**config.mk**
```make
export PLATFORM = sky130hd
export DESIGN_NAME = txil_top
export DESIGN_NICKNAME = d
export VERILOG_FILES = /design/src/logic/txil_pkg.sv /design/src/logic/txil_sync_if.sv /design/src/logic/txil_sync.sv /design/src/logic/txil_top.sv
export SDC_FILE = /design/constraint.sdc
export NUM_CORES = 1
export LEC_CHECK = 0
export BUFFER_PORTS_ARGS = -buffer_cell sky130_fd_sc_hd__buf_2
export CAP_MARGIN = 5
export CORE_UTILIZATION = 40
export CTS_CLUSTER_DIAMETER = 100
export CTS_CLUSTER_SIZE = 28
export DETAILED_ROUTE_END_ITERATION = 10
export HOLD_SLACK_MARGIN = 0.03
export PLACE_DENSITY = 0.68
export SLEW_MARGIN = 20
export SYNTH_ARGS = -nofsm -noshare
export SYNTH_HDL_FRONTEND = slang
export SYNTH_SLANG_ARGS = --single-unit
export TNS_END_PERCENT = 1
```
**constraint.sdc**
```tcl
create_clock -name core_clk -period 3.2 [get_ports core_clk]
set_input_delay 0.8 -clock core_clk [delete_from_list [all_inputs] [get_ports core_clk]]
set_output_delay 0.8 -clock core_clk [all_outputs]
set_load 0.05 [all_outputs]
```
**src/logic/txil_pkg.sv**
```systemverilog
/*
 Shared constants and types for the transmitter on/off interlock.
 Assumes a single 20 MHz core clock.
*/
package txil_pkg;

  localparam int unsigned CLK_HZ = 20000000;
  localparam int unsigned RESTART_MS = 100;
  localparam int unsigned RESTART_CYC = CLK_HZ / 1000 * RESTART_MS;
  localparam int CNT_W = 21;
  localparam int SYNC_W = 8;

  // Synchronised input vector bit positions
  localparam int IN_ON = 0;
  localparam int IN_OFF = 1;
  localparam int IN_HEALTHY = 2;
  localparam int IN_ILK_N = 3;
  localparam int IN_FAILSAFE_N = 4;
  localparam int IN_FS_EN = 5;
  localparam int IN_REMOTE_N = 6;
  localparam int IN_PFAIL_N = 7;

  // Synchroniser resets to the idle levels (power good, no remote off,
  // healthy supervisor); zeros there would fake an off command at start
  localparam logic [SYNC_W-1:0] SYNC_RESET = 8'hC4;

  typedef struct packed {
    logic [SYNC_W-1:0] s1;
    logic [SYNC_W-1:0] s2;
  } txil_sync_type;

endpackage

```
**src/logic/txil_sync_if.sv**
```systemverilog
/*
 Carries synchronised inputs from the synchroniser to the core.
 Assumes one clock domain.
*/
`timescale 1ns/1ps
interface txil_sync_if;
  import txil_pkg::*;
  logic [SYNC_W-1:0] sync;
  modport src (output sync);
  modport dst (input sync);
endinterface

```
**src/logic/txil_sync.sv**
```systemverilog
/*
 Two-stage synchroniser for all asynchronous inputs but the supply-disable request.
 Assumes inputs may change at any time relative to core_clk.
*/
`timescale 1ns/1ps
module txil_sync
  import txil_pkg::*;
(
  input wire logic core_clk,
  input wire logic rst_q_n,
  input wire logic [SYNC_W-1:0] raw,
  txil_sync_if.src out
);

  txil_sync_type st_q;
  txil_sync_type st_d;

  // First stage feeds only the second stage
  always_comb begin
    st_d.s1 = raw;
    st_d.s2 = st_q.s1;
  end

  always_ff @(posedge core_clk or negedge rst_q_n) begin
    if (!rst_q_n) begin
      st_q <= '{s1: SYNC_RESET, s2: SYNC_RESET};
    end else begin
      st_q <= st_d;
    end
  end

  assign out.sync = st_q.s2;

endmodule // txil_sync

```
**src/logic/txil_top.sv**
```systemverilog
/*
 Transmitter on/off interlock: turn-on stretcher, latching contactor relay,
 supply disable and system mute outputs.
 Assumes all inputs are asynchronous levels and core_clk runs at 20 MHz.
*/
`timescale 1ns/1ps
module txil_top
  import txil_pkg::*;
(
  input wire logic core_clk,
  input wire logic rst_n,
  input wire logic tx_on_req,
  input wire logic tx_off_req,
  input wire logic supervisor_healthy,
  input wire logic ext_interlock_n,
  input wire logic failsafe_n,
  input wire logic failsafe_enable,
  input wire logic remote_shutdown_n,
  input wire logic power_fail_n,
  input wire logic supervisor_supply_disable,
  output logic tx_restart,
  output logic contactor_set_n,
  output logic contactor_reset,
  output logic contactor_on_status,
  output logic contactor_on_n,
  output logic contactor_enable_n,
  output logic supply_disable,
  output logic system_mute
);

  // ****************************************
  // Reset release
  // ****************************************
  logic [1:0] rst_sync_q;
  logic rst_q_n;

  // Reset asserts at once, releases after two edges
  always_ff @(posedge core_clk or negedge rst_n) begin
    if (!rst_n) begin
      rst_sync_q <= 2'h0;
    end else begin
      rst_sync_q <= {rst_sync_q[0], 1'b1};
    end
  end
  assign rst_q_n = rst_sync_q[1];

  // ****************************************
  // Input synchronisation
  // ****************************************
  txil_sync_if sif ();
  logic [SYNC_W-1:0] raw;

  // Pack the level inputs for the shared two-stage synchroniser
  always_comb begin
    raw = '0;
    raw[IN_ON] = tx_on_req;
    raw[IN_OFF] = tx_off_req;
    raw[IN_HEALTHY] = supervisor_healthy;
    raw[IN_ILK_N] = ext_interlock_n;
    raw[IN_FAILSAFE_N] = failsafe_n;
    raw[IN_FS_EN] = failsafe_enable;
    raw[IN_REMOTE_N] = remote_shutdown_n;
    raw[IN_PFAIL_N] = power_fail_n;
  end

  txil_sync u_sync (
    .core_clk(core_clk),
    .rst_q_n(rst_q_n),
    .raw(raw),
    .out(sif.src)
  );

  // Supply-disable request gets its own pair of flops; it only steers a
  // level output, so it need not stay aligned with the shared vector
  logic [1:0] dis_sync_q;
  always_ff @(posedge core_clk or negedge rst_q_n) begin
    if (!rst_q_n) begin
      dis_sync_q <= 2'h0;
    end else begin
      dis_sync_q <= {dis_sync_q[0], supervisor_supply_disable};
    end
  end

  // ****************************************
  // Core state
  // ****************************************
  typedef struct packed {
    logic on_prev;
    logic [CNT_W-1:0] cnt;
    logic relay;
    logic restart;
    logic set_n;
    logic reset;
    logic status;
    logic on_n;
    logic en_n;
    logic sdis;
    logic mute;
  } txil_core_type;

  txil_core_type st_q;
  txil_core_type st_d;

  logic healthy;
  logic on_gated;
  logic off_any;
  logic ilk_ok;
  logic pgood;
  logic stretch_clr;
  logic pulse;
  logic fs_mute;

  // Gating and stretcher; a cleared stretcher also stops the restart and set that a
  // stray pulse would cause downstream
  always_comb begin
    healthy = sif.sync[IN_HEALTHY];
    ilk_ok = !sif.sync[IN_ILK_N];
    pgood = sif.sync[IN_PFAIL_N];
    on_gated = sif.sync[IN_ON] && healthy;
    off_any = (sif.sync[IN_OFF] && healthy)
      || !sif.sync[IN_REMOTE_N]
      || !ilk_ok;
    stretch_clr = !healthy && st_q.relay;
    pulse = st_q.cnt != '0;
    fs_mute = !sif.sync[IN_FAILSAFE_N]
      ? 1'b0
      : (sif.sync[IN_FS_EN] || !healthy);

    st_d = st_q;
    st_d.on_prev = on_gated;
    if (stretch_clr && !pulse) begin
      st_d.cnt = '0;
    end else if (on_gated && !st_q.on_prev && !pulse) begin
      st_d.cnt = CNT_W'(RESTART_CYC);
    end else if (pulse) begin
      st_d.cnt = st_q.cnt - CNT_W'(1);
    end

    // Off path wins over set so an open interlock always disengages
    if (off_any) begin
      st_d.relay = 1'b0;
    end else if (pulse && pgood && ilk_ok) begin
      st_d.relay = 1'b1;
    end

    st_d.restart = pulse && pgood;
    // Set needs the restart condition plus a closed interlock, so a power fail blocks it too
    st_d.set_n = !(pulse && pgood && ilk_ok);
    st_d.reset = off_any;
    st_d.status = st_d.relay;
    st_d.on_n = !st_d.relay;
    st_d.en_n = !(st_d.relay && pgood);
    st_d.sdis = !st_d.relay || (dis_sync_q[1] && healthy);
    st_d.mute = !st_d.relay || fs_mute;
  end

  always_ff @(posedge core_clk or negedge rst_q_n) begin
    if (!rst_q_n) begin
      st_q <= '{on_prev: 1'b0, cnt: '0, relay: 1'b0, restart: 1'b0,
        set_n: 1'b1, reset: 1'b0, status: 1'b0, on_n: 1'b1,
        en_n: 1'b1, sdis: 1'b1, mute: 1'b1};
    end else begin
      st_q <= st_d;
    end
  end

  assign tx_restart = st_q.restart;
  assign contactor_set_n = st_q.set_n;
  assign contactor_reset = st_q.reset;
  assign contactor_on_status = st_q.status;
  assign contactor_on_n = st_q.on_n;
  assign contactor_enable_n = st_q.en_n;
  assign supply_disable = st_q.sdis;
  assign system_mute = st_q.mute;

  // ****************************************
  // Assertions
  // ****************************************
  property p_pulse_len;
    @(posedge core_clk) disable iff (!rst_q_n)
      $rose(pulse) |-> pulse [*8];
  endproperty
  a_pulse_len: assert property (p_pulse_len)
    else $error("restart pulse too short");

  property p_on_gate;
    @(posedge core_clk) disable iff (!rst_q_n)
      $rose(pulse) |-> $past(healthy);
  endproperty
  a_on_gate: assert property (p_on_gate)
    else $error("pulse without healthy supervisor");

  property p_restart_pf;
    @(posedge core_clk) disable iff (!rst_q_n)
      !pgood |=> !tx_restart;
  endproperty
  a_restart_pf: assert property (p_restart_pf)
    else $error("restart during power fail");

  property p_restart_follow;
    @(posedge core_clk) disable iff (!rst_q_n)
      (pulse && pgood) |=> tx_restart;
  endproperty
  a_restart_follow: assert property (p_restart_follow)
    else $error("restart not forwarded");

  property p_set_ilk;
    @(posedge core_clk) disable iff (!rst_q_n)
      !ilk_ok |=> contactor_set_n && contactor_reset;
  endproperty
  a_set_ilk: assert property (p_set_ilk)
    else $error("set with open interlock");

  property p_ilk_off;
    @(posedge core_clk) disable iff (!rst_q_n)
      !ilk_ok |=> !contactor_on_status && system_mute;
  endproperty
  a_ilk_off: assert property (p_ilk_off)
    else $error("interlock did not disengage");

  property p_compl;
    @(posedge core_clk) disable iff (!rst_q_n)
      contactor_on_status != contactor_on_n;
  endproperty
  a_compl: assert property (p_compl)
    else $error("status outputs not complementary");

  property p_enable;
    @(posedge core_clk) disable iff (!rst_q_n)
      (!contactor_enable_n) |-> contactor_on_status;
  endproperty
  a_enable: assert property (p_enable)
    else $error("enable without contactor on");

  property p_clr;
    @(posedge core_clk) disable iff (!rst_q_n)
      (stretch_clr && !pulse) |=> !pulse;
  endproperty
  a_clr: assert property (p_clr)
    else $error("stretcher not held cleared");

  property p_sdis;
    @(posedge core_clk) disable iff (!rst_q_n)
      !contactor_on_status |-> supply_disable && system_mute;
  endproperty
  a_sdis: assert property (p_sdis)
    else $error("off contactor without disable/mute");

  property p_off;
    @(posedge core_clk) disable iff (!rst_q_n)
      off_any |=> contactor_reset && !contactor_on_status;
  endproperty
  a_off: assert property (p_off)
    else $error("off request ignored");

  // Remote off shares the off path with the local request
  property p_remote_off;
    @(posedge core_clk) disable iff (!rst_q_n)
      !sif.sync[IN_REMOTE_N] |=> contactor_reset && !contactor_on_status;
  endproperty
  a_remote_off: assert property (p_remote_off)
    else $error("remote off ignored");

  property p_fs_mute;
    @(posedge core_clk) disable iff (!rst_q_n)
      (sif.sync[IN_FAILSAFE_N] && sif.sync[IN_FS_EN]) |=> system_mute;
  endproperty
  a_fs_mute: assert property (p_fs_mute)
    else $error("open failsafe did not mute");

  property p_fs_failed;
    @(posedge core_clk) disable iff (!rst_q_n)
      (sif.sync[IN_FAILSAFE_N] && !healthy) |=> system_mute;
  endproperty
  a_fs_failed: assert property (p_fs_failed)
    else $error("failsafe gate off with failed supervisor");

  property p_sdis_req;
    @(posedge core_clk) disable iff (!rst_q_n)
      (dis_sync_q[1] && healthy) |=> supply_disable;
  endproperty
  a_sdis_req: assert property (p_sdis_req)
    else $error("supervisor disable request ignored");

  property p_sdis_gate;
    @(posedge core_clk) disable iff (!rst_q_n)
      (st_d.relay && !healthy) |=> !supply_disable;
  endproperty
  a_sdis_gate: assert property (p_sdis_gate)
    else $error("disable request passed from failed supervisor");

  property p_enable_pf;
    @(posedge core_clk) disable iff (!rst_q_n)
      !pgood |=> contactor_enable_n;
  endproperty
  a_enable_pf: assert property (p_enable_pf)
    else $error("contactor enabled during power fail");

  property p_set_follow;
    @(posedge core_clk) disable iff (!rst_q_n)
      (pulse && pgood && ilk_ok) |=> !contactor_set_n;
  endproperty
  a_set_follow: assert property (p_set_follow)
    else $error("restart did not drive the set input");

  // Latching relay moves only on a set pulse or an off condition
  property p_hold;
    @(posedge core_clk) disable iff (!rst_q_n)
      (!off_any && !pulse) |=> $stable(contactor_on_status);
  endproperty
  a_hold: assert property (p_hold)
    else $error("relay changed without a pulse");

  property p_clr_restart;
    @(posedge core_clk) disable iff (!rst_q_n)
      (stretch_clr && !pulse) |=> !pulse ##1 !tx_restart;
  endproperty
  a_clr_restart: assert property (p_clr_restart)
    else $error("restart while stretcher held cleared");

endmodule // txil_top

```
# [After elaboration in Yosys (flattened, before gate mapping)]
# Index checks and enable logic that the tools add are counted.
[classes] bitwise=0 n_div=0 n_shift=0 n_eq_ne=0 add_sub_neg=1 reduce_logical=25 n_lt_le_gt_ge=0 mux=6 n_mul=0
[ops] operator="$mux 21" count=3
[ops] operator="$reduce_bool 21->1" count=1
[ops] operator="$sub 21x1->21 const B" count=1
[ops] operator="$logic_and 1x1->1" count=10
[ops] operator="$logic_not 1->1" count=8
[ops] operator="$logic_or 1x1->1" count=5
[ops] operator="$mux 1" count=3
[ops] operator="$reduce_bool 3->1" count=1
[totals] word_cells=46 mem_bits_ro=0 memories=0 register_bits=50 inputBits=11 latchBits=0 ramBits=0 output_inout_bits=8

# [Longest topological paths before layout]
# Gate-level depths: netlist (run 1).
[logic_depth] ltp_word=7 ltp_mapped=7 mapped_depth_nobuf=6

# [Hierarchy]
# Synthesis (run 1) repeated with hierarchy kept, for this count alone.
[hier_totals] hier_cells=157 hier_area_um2=1999.4
[by_module_without_submodules] module="txil_top" area_per_inst_um2=1591.5 instances=1 seq_area_each_um2=857.1 cells_each=141
[by_module_without_submodules] module="txil_sync" area_per_inst_um2=407.9 instances=1 seq_area_each_um2=407.9 cells_each=16

# [Worst setup path after synthesis (run 1)]
# OpenSTA, ideal clock, no wires.
[synth_timing] path_kind="register to register" from="reg st_q[25] (netlist name)" to="reg st_q[17] (netlist name)" setup_time_ps=130 period_less_slack_ps=1793 arrival_ps=1663 path_buffers=1 required_time_ps=3070 stages_incl_launch_ff=6 setup_slack_ps=1407 cell_sequence="dfrtp_1 or4_4 and4bb_2 buf_6 a211oi_2 xor2_1"
[synth_via] elab_chain_cells=5 elab_cells_between_ends=7 classes_between="mux (2); reduce/logical (5)"
[synth_lines] item="start, declared" line="txil_top.sv:101" rtl="txil_core_type st_q;"
[synth_lines] item="start signal, assigned" line="txil_top.sv:159" rtl="st_q <= '{on_prev: 1'b0, cnt: '0, relay: 1'b0, restart: 1'b0,"
[synth_lines] item="start signal, assigned" line="txil_top.sv:163" rtl="st_q <= st_d;"
[synth_lines] item="$reduce_bool 21->1 *" line="txil_top.sv:124" rtl="pulse = st_q.cnt != '0;"
[synth_lines] item="$logic_not 1->1" line="txil_top.sv:131, txil_top.sv:133"
[synth_lines] item="$logic_and 1x1->1" line="txil_top.sv:133" rtl="end else if (on_gated && !st_q.on_prev && !pulse) begin"
[synth_lines] item="$mux 21" line="txil_top.sv:133"
[synth_lines] item="$mux 21" line="txil_top.sv:131" rtl="if (stretch_clr && !pulse) begin"
# Mark *: on every way between the ends. The rest lies on a longest branch, timed or not.
# A chain may end at the register's enable or synchronous reset.

==> flow_summary.ini, run 1 <==
[global_route]
grt_pass1_wl_mm = 5.82
grt_overflow = 0
track_usage_pct = 14.9
antenna_found_initial = 0
grt_max_degree = 49
grt_pass1_vias = 1259

[worst_setup_path]
critPathKind = flip-flop to flip-flop
critPathTopFamily = simple AND/OR/NAND/NOR gates
worst_setup_path_end_kind = flip-flop
worstPathCellList = or4_4 > and4bb_2 > a21boi_1 > o211ai_1
crit_path_start_kind = flip-flop
path_max_fanout = 13
cp_slowest_stage_delay_ns = 0.58
cp_slowest_cell = or4_4
cp.buffers_inverters = 0
worst_ep_arrival_time_ns = 2.33
r2r_slack_ns = 1.09
worstPathRequired_ns = 3.41

[hold_path]
hold_class = input pin to asynchronous set/reset pin

[clocking]
cts_tree = built
cts_resized = 0
ctsHoldBuffers = 0
numClockSinks = 50
cts.htree.levels = 2
clockBufferDepth = 2
insertion_delay_ns = 0.30
root_buffer = clkbuf_8
path_clk_slew_ns = 0.08
post-cts-setup-buffers = 0
cts_buffers = 5

[job]
max_cap_violations = 0

[logic_synthesis]
synth_top_family_by_area = simple AND/OR/NAND/NOR gates
yosys.area_share.adder_pct = 1.26
syn_nets = 162
yosys_warnings = 0
synth-main-ff-cell = dfrtp_1
yosysSeqAreaShare_pct = 63.5
synthMuxAreaShare_pct = 1.01
avgSynthCellArea_sq_um = 13.4
syn_area_sq_mm = 0.00199
synth-compound-area-share_pct = 10.6
async_reset_ff_share_pct = 100
yosysUniqueCellTypes = 48
synthXorXnorAreaFrac_pct = 4.84
synth_seq_cells = 50
synth-edff-count = 0
synth_cells = 149
synth-simple-area-share_pct = 16.7

[sta]
slew_violations = 0
rsz0062_at_grt = false
fin_crit_ns = 2.11
fin_skew_ns = 0.00641
relSlewSlack_pct = 36.0
max_freq_mhz = 473
holdWs_ns = 0.268
timing.final.crit_share_pct = 66.1
fin_setup_tns_ns = 0
hold_viol = 0
tightest_slew_ns = 0.959
setup_viol = 0

[finish]
final_nets = 184
regArea_sq_mm = 0.00127
drive_above_1_share_pct = 29.7
area_growth_pct = 12.6
diodes = 0
fill_cells = 440
multi_input_area_sq_um = 687

[drt]
viasPerCell = 5.31
first_pass_iters = 4
vias = 1268
drtAntennaViolNets = 0
routed_wl_mm = 3.44
drt-wirelength-per-cell_um = 14.4
initialDrtViolationCount = 125
drc = 0

[floorplan]
die-area_sq_mm = 0.00526
core_area_sq_mm = 0.00475
rows = 25
ios = 19
initial_utilization_pct = 41.9
fp.dieH_um = 72.5
chipWidth_um = 72.5

[place]
place_hpwl_mm = 2.43
place.gp.congestion = 0.904
io_buffers = 18

[pwr]
p_per_area_mw_per_mm2 = 615
leakagePower_uw = 0.000915
ir_drop_uv = 362

[status]
outcome = finished, final reports clean
## cells by family after synthesis
group | after synthesis
AOI/OAI and AO/OA | 31
xor gates and xnor gates | 11
adders and majority gates | 2
buffers and inverters | 7
DFF | 50
muxes | 2
other | 1
and+or+nand+nor | 45
## power breakdown
part / total (uW) / switching (uW) / internal, uW / leakage [uW]
Sequential: 850 / 126 / 724 / 0.000570
Combinational: 148 / 76.6 / 71.8 / 0.000297
Clock: 379 / 201 / 178 / 0.0000478
## state kept, by name (all words and copies together), names as in the netlist
| register | flops |
|---|---|
| contactor_set_n | 1 |
| u_sync.st_d | 8 |
| rst_sync_q | 2 |
| st_q | 22 |
| tx_restart | 1 |
| contactor_enable_n | 1 |
| contactor_reset | 1 |
| dis_sync_q | 2 |
| system_mute | 1 |
| contactor_on_n | 1 |
| u_sync.out.sync | 8 |
| contactor_on_status | 1 |
| supply_disable | 1 |
## layout by cell type (no fill, tap or decap), types with 2 or more instances in the layout
cell,count
dfrtp_1,38
nand3_1,2
nor4_2,3
xor2_1,8
o21ai_1,2
clkbuf_8,6
nor2_1,3
a21oi_1,3
or4_1,3
nor3_1,2
a31oi_1,4
xnor2_1,3
ha_1,2
inv_1,4
dfstp_2,11
o21ai_0,8
or3_1,3
nor4_1,3
nand4_1,4
o41ai_1,2
a211oi_1,2
o31ai_1,2
and3b_1,2
and2_1,2
nand2_1,6
mux2i_1,2
or4_4,2
buf_2,18
## stage by stage
stage	std cells	total power, uW	utilization, %	area [sq um]	setup WS (ns)
floorplan	149	947	-	1990	1.41
global placement	231	993	45.1	2140	1.18
detailed placement	231	1010	45.1	2140	1.13
CTS	239	1390	47.1	2240	1.11
global route	239	1460	47.1	2240	0.946
finish	239	1380	47.1	2240	1.09
## path summary, 6_finish.rpt
path                                      from                  to  cells past startpoint
worst max-delay path                  st_q[25]         system_mute                      4
worst min-delay path                     rst_n       rst_sync_q[1]                      1
worst max register to register        st_q[25]         system_mute                      4
worst min register to register  u_sync.st_d[4]  u_sync.out.sync[4]                      0
max in group asynchronous        rst_sync_q[1]            st_q[28]                      0
min in group core_clk           u_sync.st_d[4]  u_sync.out.sync[4]                      0
## routing by layer
| metal | routed length, um | vias up | GRT usage [%] |
|---|---|---|---|
| met5 | 0 | - | 0 |
| met4 | 16 | 0 | 3.70 |
| met3 | 221 | 4 | 5.28 |
| met2 | 1690 | 44 | 24.2 |
| met1 | 1510 | 629 | 19.2 |
| li1 | - | 591 | - |
## synth_stat cells (all sizes together) (2+ instances only)
library cell / n / area share, %
dfrtp: 39 / 49
dfstp: 11 / 15
o21ai: 10 / 2.5
xor2: 8 / 3.5
nand2: 7 / 1.7
nor4: 6 / 2.8
or4: 5 / 2.3
a31oi: 4 / 1.3
inv: 4 / 0.75
nand4: 4 / 1.3
nor3: 4 / 1.8
a211oi: 3 / 1.4
a21oi: 3 / 0.75
buf: 3 / 1.2
nor2: 3 / 0.57
or3: 3 / 0.94
xnor2: 3 / 1.3
and2: 2 / 0.63
and3b: 2 / 0.88
ha: 2 / 1.3
mux2i: 2 / 1.0
nand3: 2 / 0.50
o211ai: 2 / 1.0
o31ai: 2 / 0.75
o41ai: 2 / 0.88
## layout make-up
class / instances / share of cell area [%]
clock buffer: 6 / 3.69
sequential: 50 / 56.5
multi-input combinational: 92 / 30.7
clock inverter: 2 / 0.726
tap: 67 / 3.74
timing repair buffer: 18 / 4.02
inverter: 4 / 0.670
Note: power is estimated with default switching activity, not from simulation.
==> inputs of run 2 (changes only) <==
==> constraint.sdc (replaced) <==
create_clock -name core_clk -period 2.1 [get_ports core_clk]
set_input_delay 0.525 -clock core_clk [delete_from_list [all_inputs] [get_ports core_clk]]
set_output_delay 0.525 -clock core_clk [all_outputs]
set_load 0.05 [all_outputs]
==> flow_summary.ini, run 2 (synthesis results as in run 1) <==
[place]
io_buffers = 18
place_hpwl_mm = 2.56
place.gp.congestion = 0.886
dp_slack_ns = 0.125

[clocking]
cts_buffers = 5
cts_tree = built
numClockSinks = 50
cts.htree.levels = 2
clockBufferDepth = 2
insertion_delay_ns = 0.30
post-cts-setup-buffers = 0
path_clk_slew_ns = 0.09
root_buffer = clkbuf_8

[sta]
hold_viol = 0
max_freq_mhz = 510
setup_viol = 0
setup_ws_ns = 0.140
relSlewSlack_pct = 68.0
timing.final.crit_share_pct = 93.3
slew_violations = 0
fin_setup_tns_ns = 0
tightest_slew_ns = 0.467
fin_skew_ns = 0.00519
rsz0062_at_grt = false
holdWs_ns = 0.0746
fin_crit_ns = 1.96

[drt]
drtAntennaViolNets = 0
viasPerCell = 5.30
routed_wl_mm = 3.59
drt-wirelength-per-cell_um = 14.4
initialDrtViolationCount = 47
drc = 0
vias = 1319
first_pass_iters = 4

[global_route]
antenna_found_initial = 0
grt_pass1_wl_mm = 5.95
grt_overflow = 0
track_usage_pct = 14.9
grt_pass1_vias = 1416
grt_max_degree = 46

[finish]
diodes = 0
final_cell_mix = dfrtp_1 (38), buf_2 (18), dfstp_2 (11), o21ai_0 (8), xor2_1 (8)
largest-register = st_q
final_nets = 194
layout_commonest_cell = dfrtp_1
largest_register_ffs = 22
area_growth_pct = 17.7
drive_above_1_share_pct = 33.0

[floorplan]
fp.dieH_um = 72.5
die-area_sq_mm = 0.00526
ios = 19
initial_utilization_pct = 41.9
chipWidth_um = 72.5
core_area_sq_mm = 0.00475
rows = 25

[worst_setup_path]
worst_setup_path_end_kind = flip-flop
rr_endpoint = st_q[12]
path_max_fanout = 6
worst_ep_arrival_time_ns = 2.18
worstPathRequired_ns = 2.32
critPathKind = flip-flop to flip-flop
r2r_slack_ns = 0.14
crit_path_start_kind = flip-flop
rr_startpoint = st_q[9]
rr_worst_depth = 6

[pwr]
ir_drop_uv = 501
p_per_area_mw_per_mm2 = 908
leakagePower_uw = 0.000976

[hold_path]
hold_class = flip-flop to asynchronous set/reset pin

[status]
outcome = finished, final reports clean

[job]
max_cap_violations = 0
-- run 2: worst max path at each step --
stage	from	to	slack, ns	cells after the start
floorplan	st_q[25]	st_q[17]	0.31	5
global placement	st_q[26]	contactor_on_status	0.20	4
detailed placement	st_q[9]	st_q[12]	0.13	6
CTS	st_q[9]	st_q[12]	0.10	6
global route	st_q[9]	st_q[29]	0.02	6
finish	st_q[9]	st_q[12]	0.14	6
-- run 2: what timing repair did --
item,4_1_cts,5_1_grt
gates resized for setup,0,1
hold endpoints to repair,2,0
hold buffers,1,0
endpoints found under the setup margin,0,11
-- run 2: layout make-up --
type                            count  area [sq um]
Fill cell                         435          2410
Clock inverter                      2          17.5
Timing Repair Buffer               27           173
Multi-Input combinational cell     93           706
Sequential cell                    50          1270
Clock buffer                        6          82.6
Tap cell                           67          83.8
Inverter                            4          15.0
-- run 2: worst max-delay path: stages (launching register included) --
cell       delay [ns]
dfrtp_1          0.45
inv_1            0.10
ha_1             0.20
nor4b_2          0.17
and4bb_2         0.28
a2111oi_0        0.49
xor2_1           0.20
-- run 2: metrics by stage --
stage / utilization, % / power (uW) / area (sq um) / cells
2_1_floorplan: - / 1440 / 1990 / 149
5_1_grt: 49.3 / 2220 / 2340 / 249
3_5_place_dp: 46.6 / 1550 / 2210 / 239
6_report: 49.3 / 2130 / 2340 / 249
3_3_place_gp: 46.6 / 1530 / 2210 / 239
4_1_cts: 48.9 / 2140 / 2320 / 248
-- run 2: power breakdown --
part / switching, uW / internal (uW)
clock: 312 / 271
combinational: 135 / 125
sequential: 182 / 1100
total: 629 / 1500
-- run 2: metal layers --
| metal | global-route usage, % | routed length (um) | share of wire, % |
|---|---|---|---|
| met2 | 26.6 | 1870 | 52 |
| met1 | 17.3 | 1560 | 43 |
| met5 | 0 | 0 | 0 |
| met4 | 5.88 | 44 | 1.2 |
| met3 | 3.33 | 117 | 3.3 |
==> inputs of run 3 (changes only) <==
==> constraint.sdc (replaced) <==
create_clock -name core_clk -period 2.2 [get_ports core_clk]
set_input_delay 0.55 -clock core_clk [delete_from_list [all_inputs] [get_ports core_clk]]
set_output_delay 0.55 -clock core_clk [all_outputs]
set_load 0.05 [all_outputs]
==> flow_summary.ini, run 3 (synthesis results as in run 1) <==
[sta]
tightest_slew_ns = 0.568
holdWs_ns = 0.336
timing.final.crit_share_pct = 91.4
relSlewSlack_pct = 62.2
fin_skew_ns = 0.00295
slew_violations = 0
rsz0062_at_grt = false
fin_crit_ns = 2.01
max_freq_mhz = 497
setup_viol = 0
setup_ws_ns = 0.189
hold_viol = 0
fin_setup_tns_ns = 0

[finish]
final_area_sq_mm = 0.00228
final_cell_mix = dfrtp_1 (38), buf_2 (18), dfstp_2 (11), o21ai_0 (8), xor2_1 (8)
final_nets = 188
layout_commonest_cell = dfrtp_1
fill_cells = 448
utilization_pct = 47.9
area_growth_pct = 14.5
drive_above_1_share_pct = 30.7
largest-register = st_q
largest_register_ffs = 22
diodes = 0

[job]
max_cap_violations = 0

[drt]
drc = 0
vias = 1296
initialDrtViolationCount = 139
viasPerCell = 5.33
routed_wl_mm = 3.44
drt-wirelength-per-cell_um = 14.2
drtAntennaViolNets = 0
first_pass_iters = 4

[hold_path]
hold_depth = 1
hold_class = input pin to flip-flop

[worst_setup_path]
path_max_fanout = 7
critPathCapture = st_q[26]
worst_ep_arrival_time_ns = 2.23
worstPathRequired_ns = 2.42
crit_path_start_kind = flip-flop
critPathKind = flip-flop to flip-flop
rr_endpoint = st_q[26]
rr_worst_depth = 4
rr_startpoint = st_q[11]
r2r_slack_ns = 0.19
worst_setup_path_end_kind = flip-flop
cp-startpoint = st_q[11]

[clocking]
post-cts-setup-buffers = 0
cts_tree = built
insertion_delay_ns = 0.30
path_clk_slew_ns = 0.09
cts.htree.levels = 2
numClockSinks = 50
clockBufferDepth = 2
cts_buffers = 5
root_buffer = clkbuf_8

[floorplan]
rows = 25
initial_utilization_pct = 41.9
ios = 19
die-area_sq_mm = 0.00526
chipWidth_um = 72.5
fp.dieH_um = 72.5
core_area_sq_mm = 0.00475

[global_route]
grt_pass1_vias = 1345
grt_overflow = 0
grt_pass1_wl_mm = 5.91
antenna_found_initial = 0
grt_max_degree = 49
track_usage_pct = 15.1

[place]
place.gp.congestion = 0.896
dp_slack_ns = 0.143
place_hpwl_mm = 2.41
io_buffers = 18
placed_cell_area_sq_mm = 0.00216

[pwr]
p_per_area_mw_per_mm2 = 887
p_int_uw = 1420
seq_power_share_pct = 60.3
ir_drop_uv = 582
leakagePower_uw = 0.000934
p_switching_uw = 600
power.clock.fraction_pct = 28.2
combPwrFrac_pct = 11.6
p_sw_share_pct = 29.7

[status]
outcome = finished, final reports clean
## run 3: worst min path at each step
stage | from | end | slack, ns
2_1_floorplan | rst_n | rst_sync_q[0] | 0.25
3_3_place_gp | rst_n | rst_sync_q[0] | 0.33
3_5_place_dp | rst_n | rst_sync_q[0] | 0.34
4_1_cts | supervisor_healthy | u_sync.st_d[2] | 0.33
5_1_grt | supervisor_healthy | u_sync.st_d[2] | 0.32
6_report | supervisor_healthy | u_sync.st_d[2] | 0.34
## run 3: cell type report
class / instances / area, sq um / share of cell area, %
Timing Repair Buffer: 22 / 123 / 5.38
Clock buffer: 6 / 82.6 / 3.62
Inverter: 4 / 15.0 / 0.659
Clock inverter: 2 / 16.3 / 0.714
Tap cell: 67 / 83.8 / 3.68
Multi-Input combinational cell: 92 / 692 / 30.4
Sequential cell: 50 / 1270 / 55.6
## run 3: critical path: stages (launching register included)
cell,delay (ns)
dfrtp_1,0.50
nor4_2,0.47
nand4_1,0.30
or4_1,0.47
a31oi_1,0.20
## run 3: what timing repair did
action                                 in CTS  in global routing
hold buffers                                1                  0
setup endpoints to repair                   0                  1
resized for setup                           0                  2
endpoints found under the hold margin       2                  0
## run 3: metal layers
layer  global-route usage [%]  up-vias  part of all wire (%)
met4                     7.41        0                   2.0
met2                     24.5       32                    49
li1                         -      600                     -
met5                        0        -                     0
met3                     4.72        8                   4.8
met1                     18.2      656                    44
## run 3: power by group through the flow
stage,sequential [uW],combinational [uW],clock (uW)
2_1_floorplan,1230,150,0
3_3_place_gp,1220,225,0
3_5_place_dp,1230,233,0
4_1_cts,1220,236,582
5_1_grt,1240,265,612
6_report,1220,234,569
## run 3: through the flow
stage | power [uW] | cells
6_report | 2020 | 243
4_1_cts | 2040 | 243
5_1_grt | 2120 | 243
3_5_place_dp | 1470 | 234
3_3_place_gp | 1440 | 234
2_1_floorplan | 1380 | 149
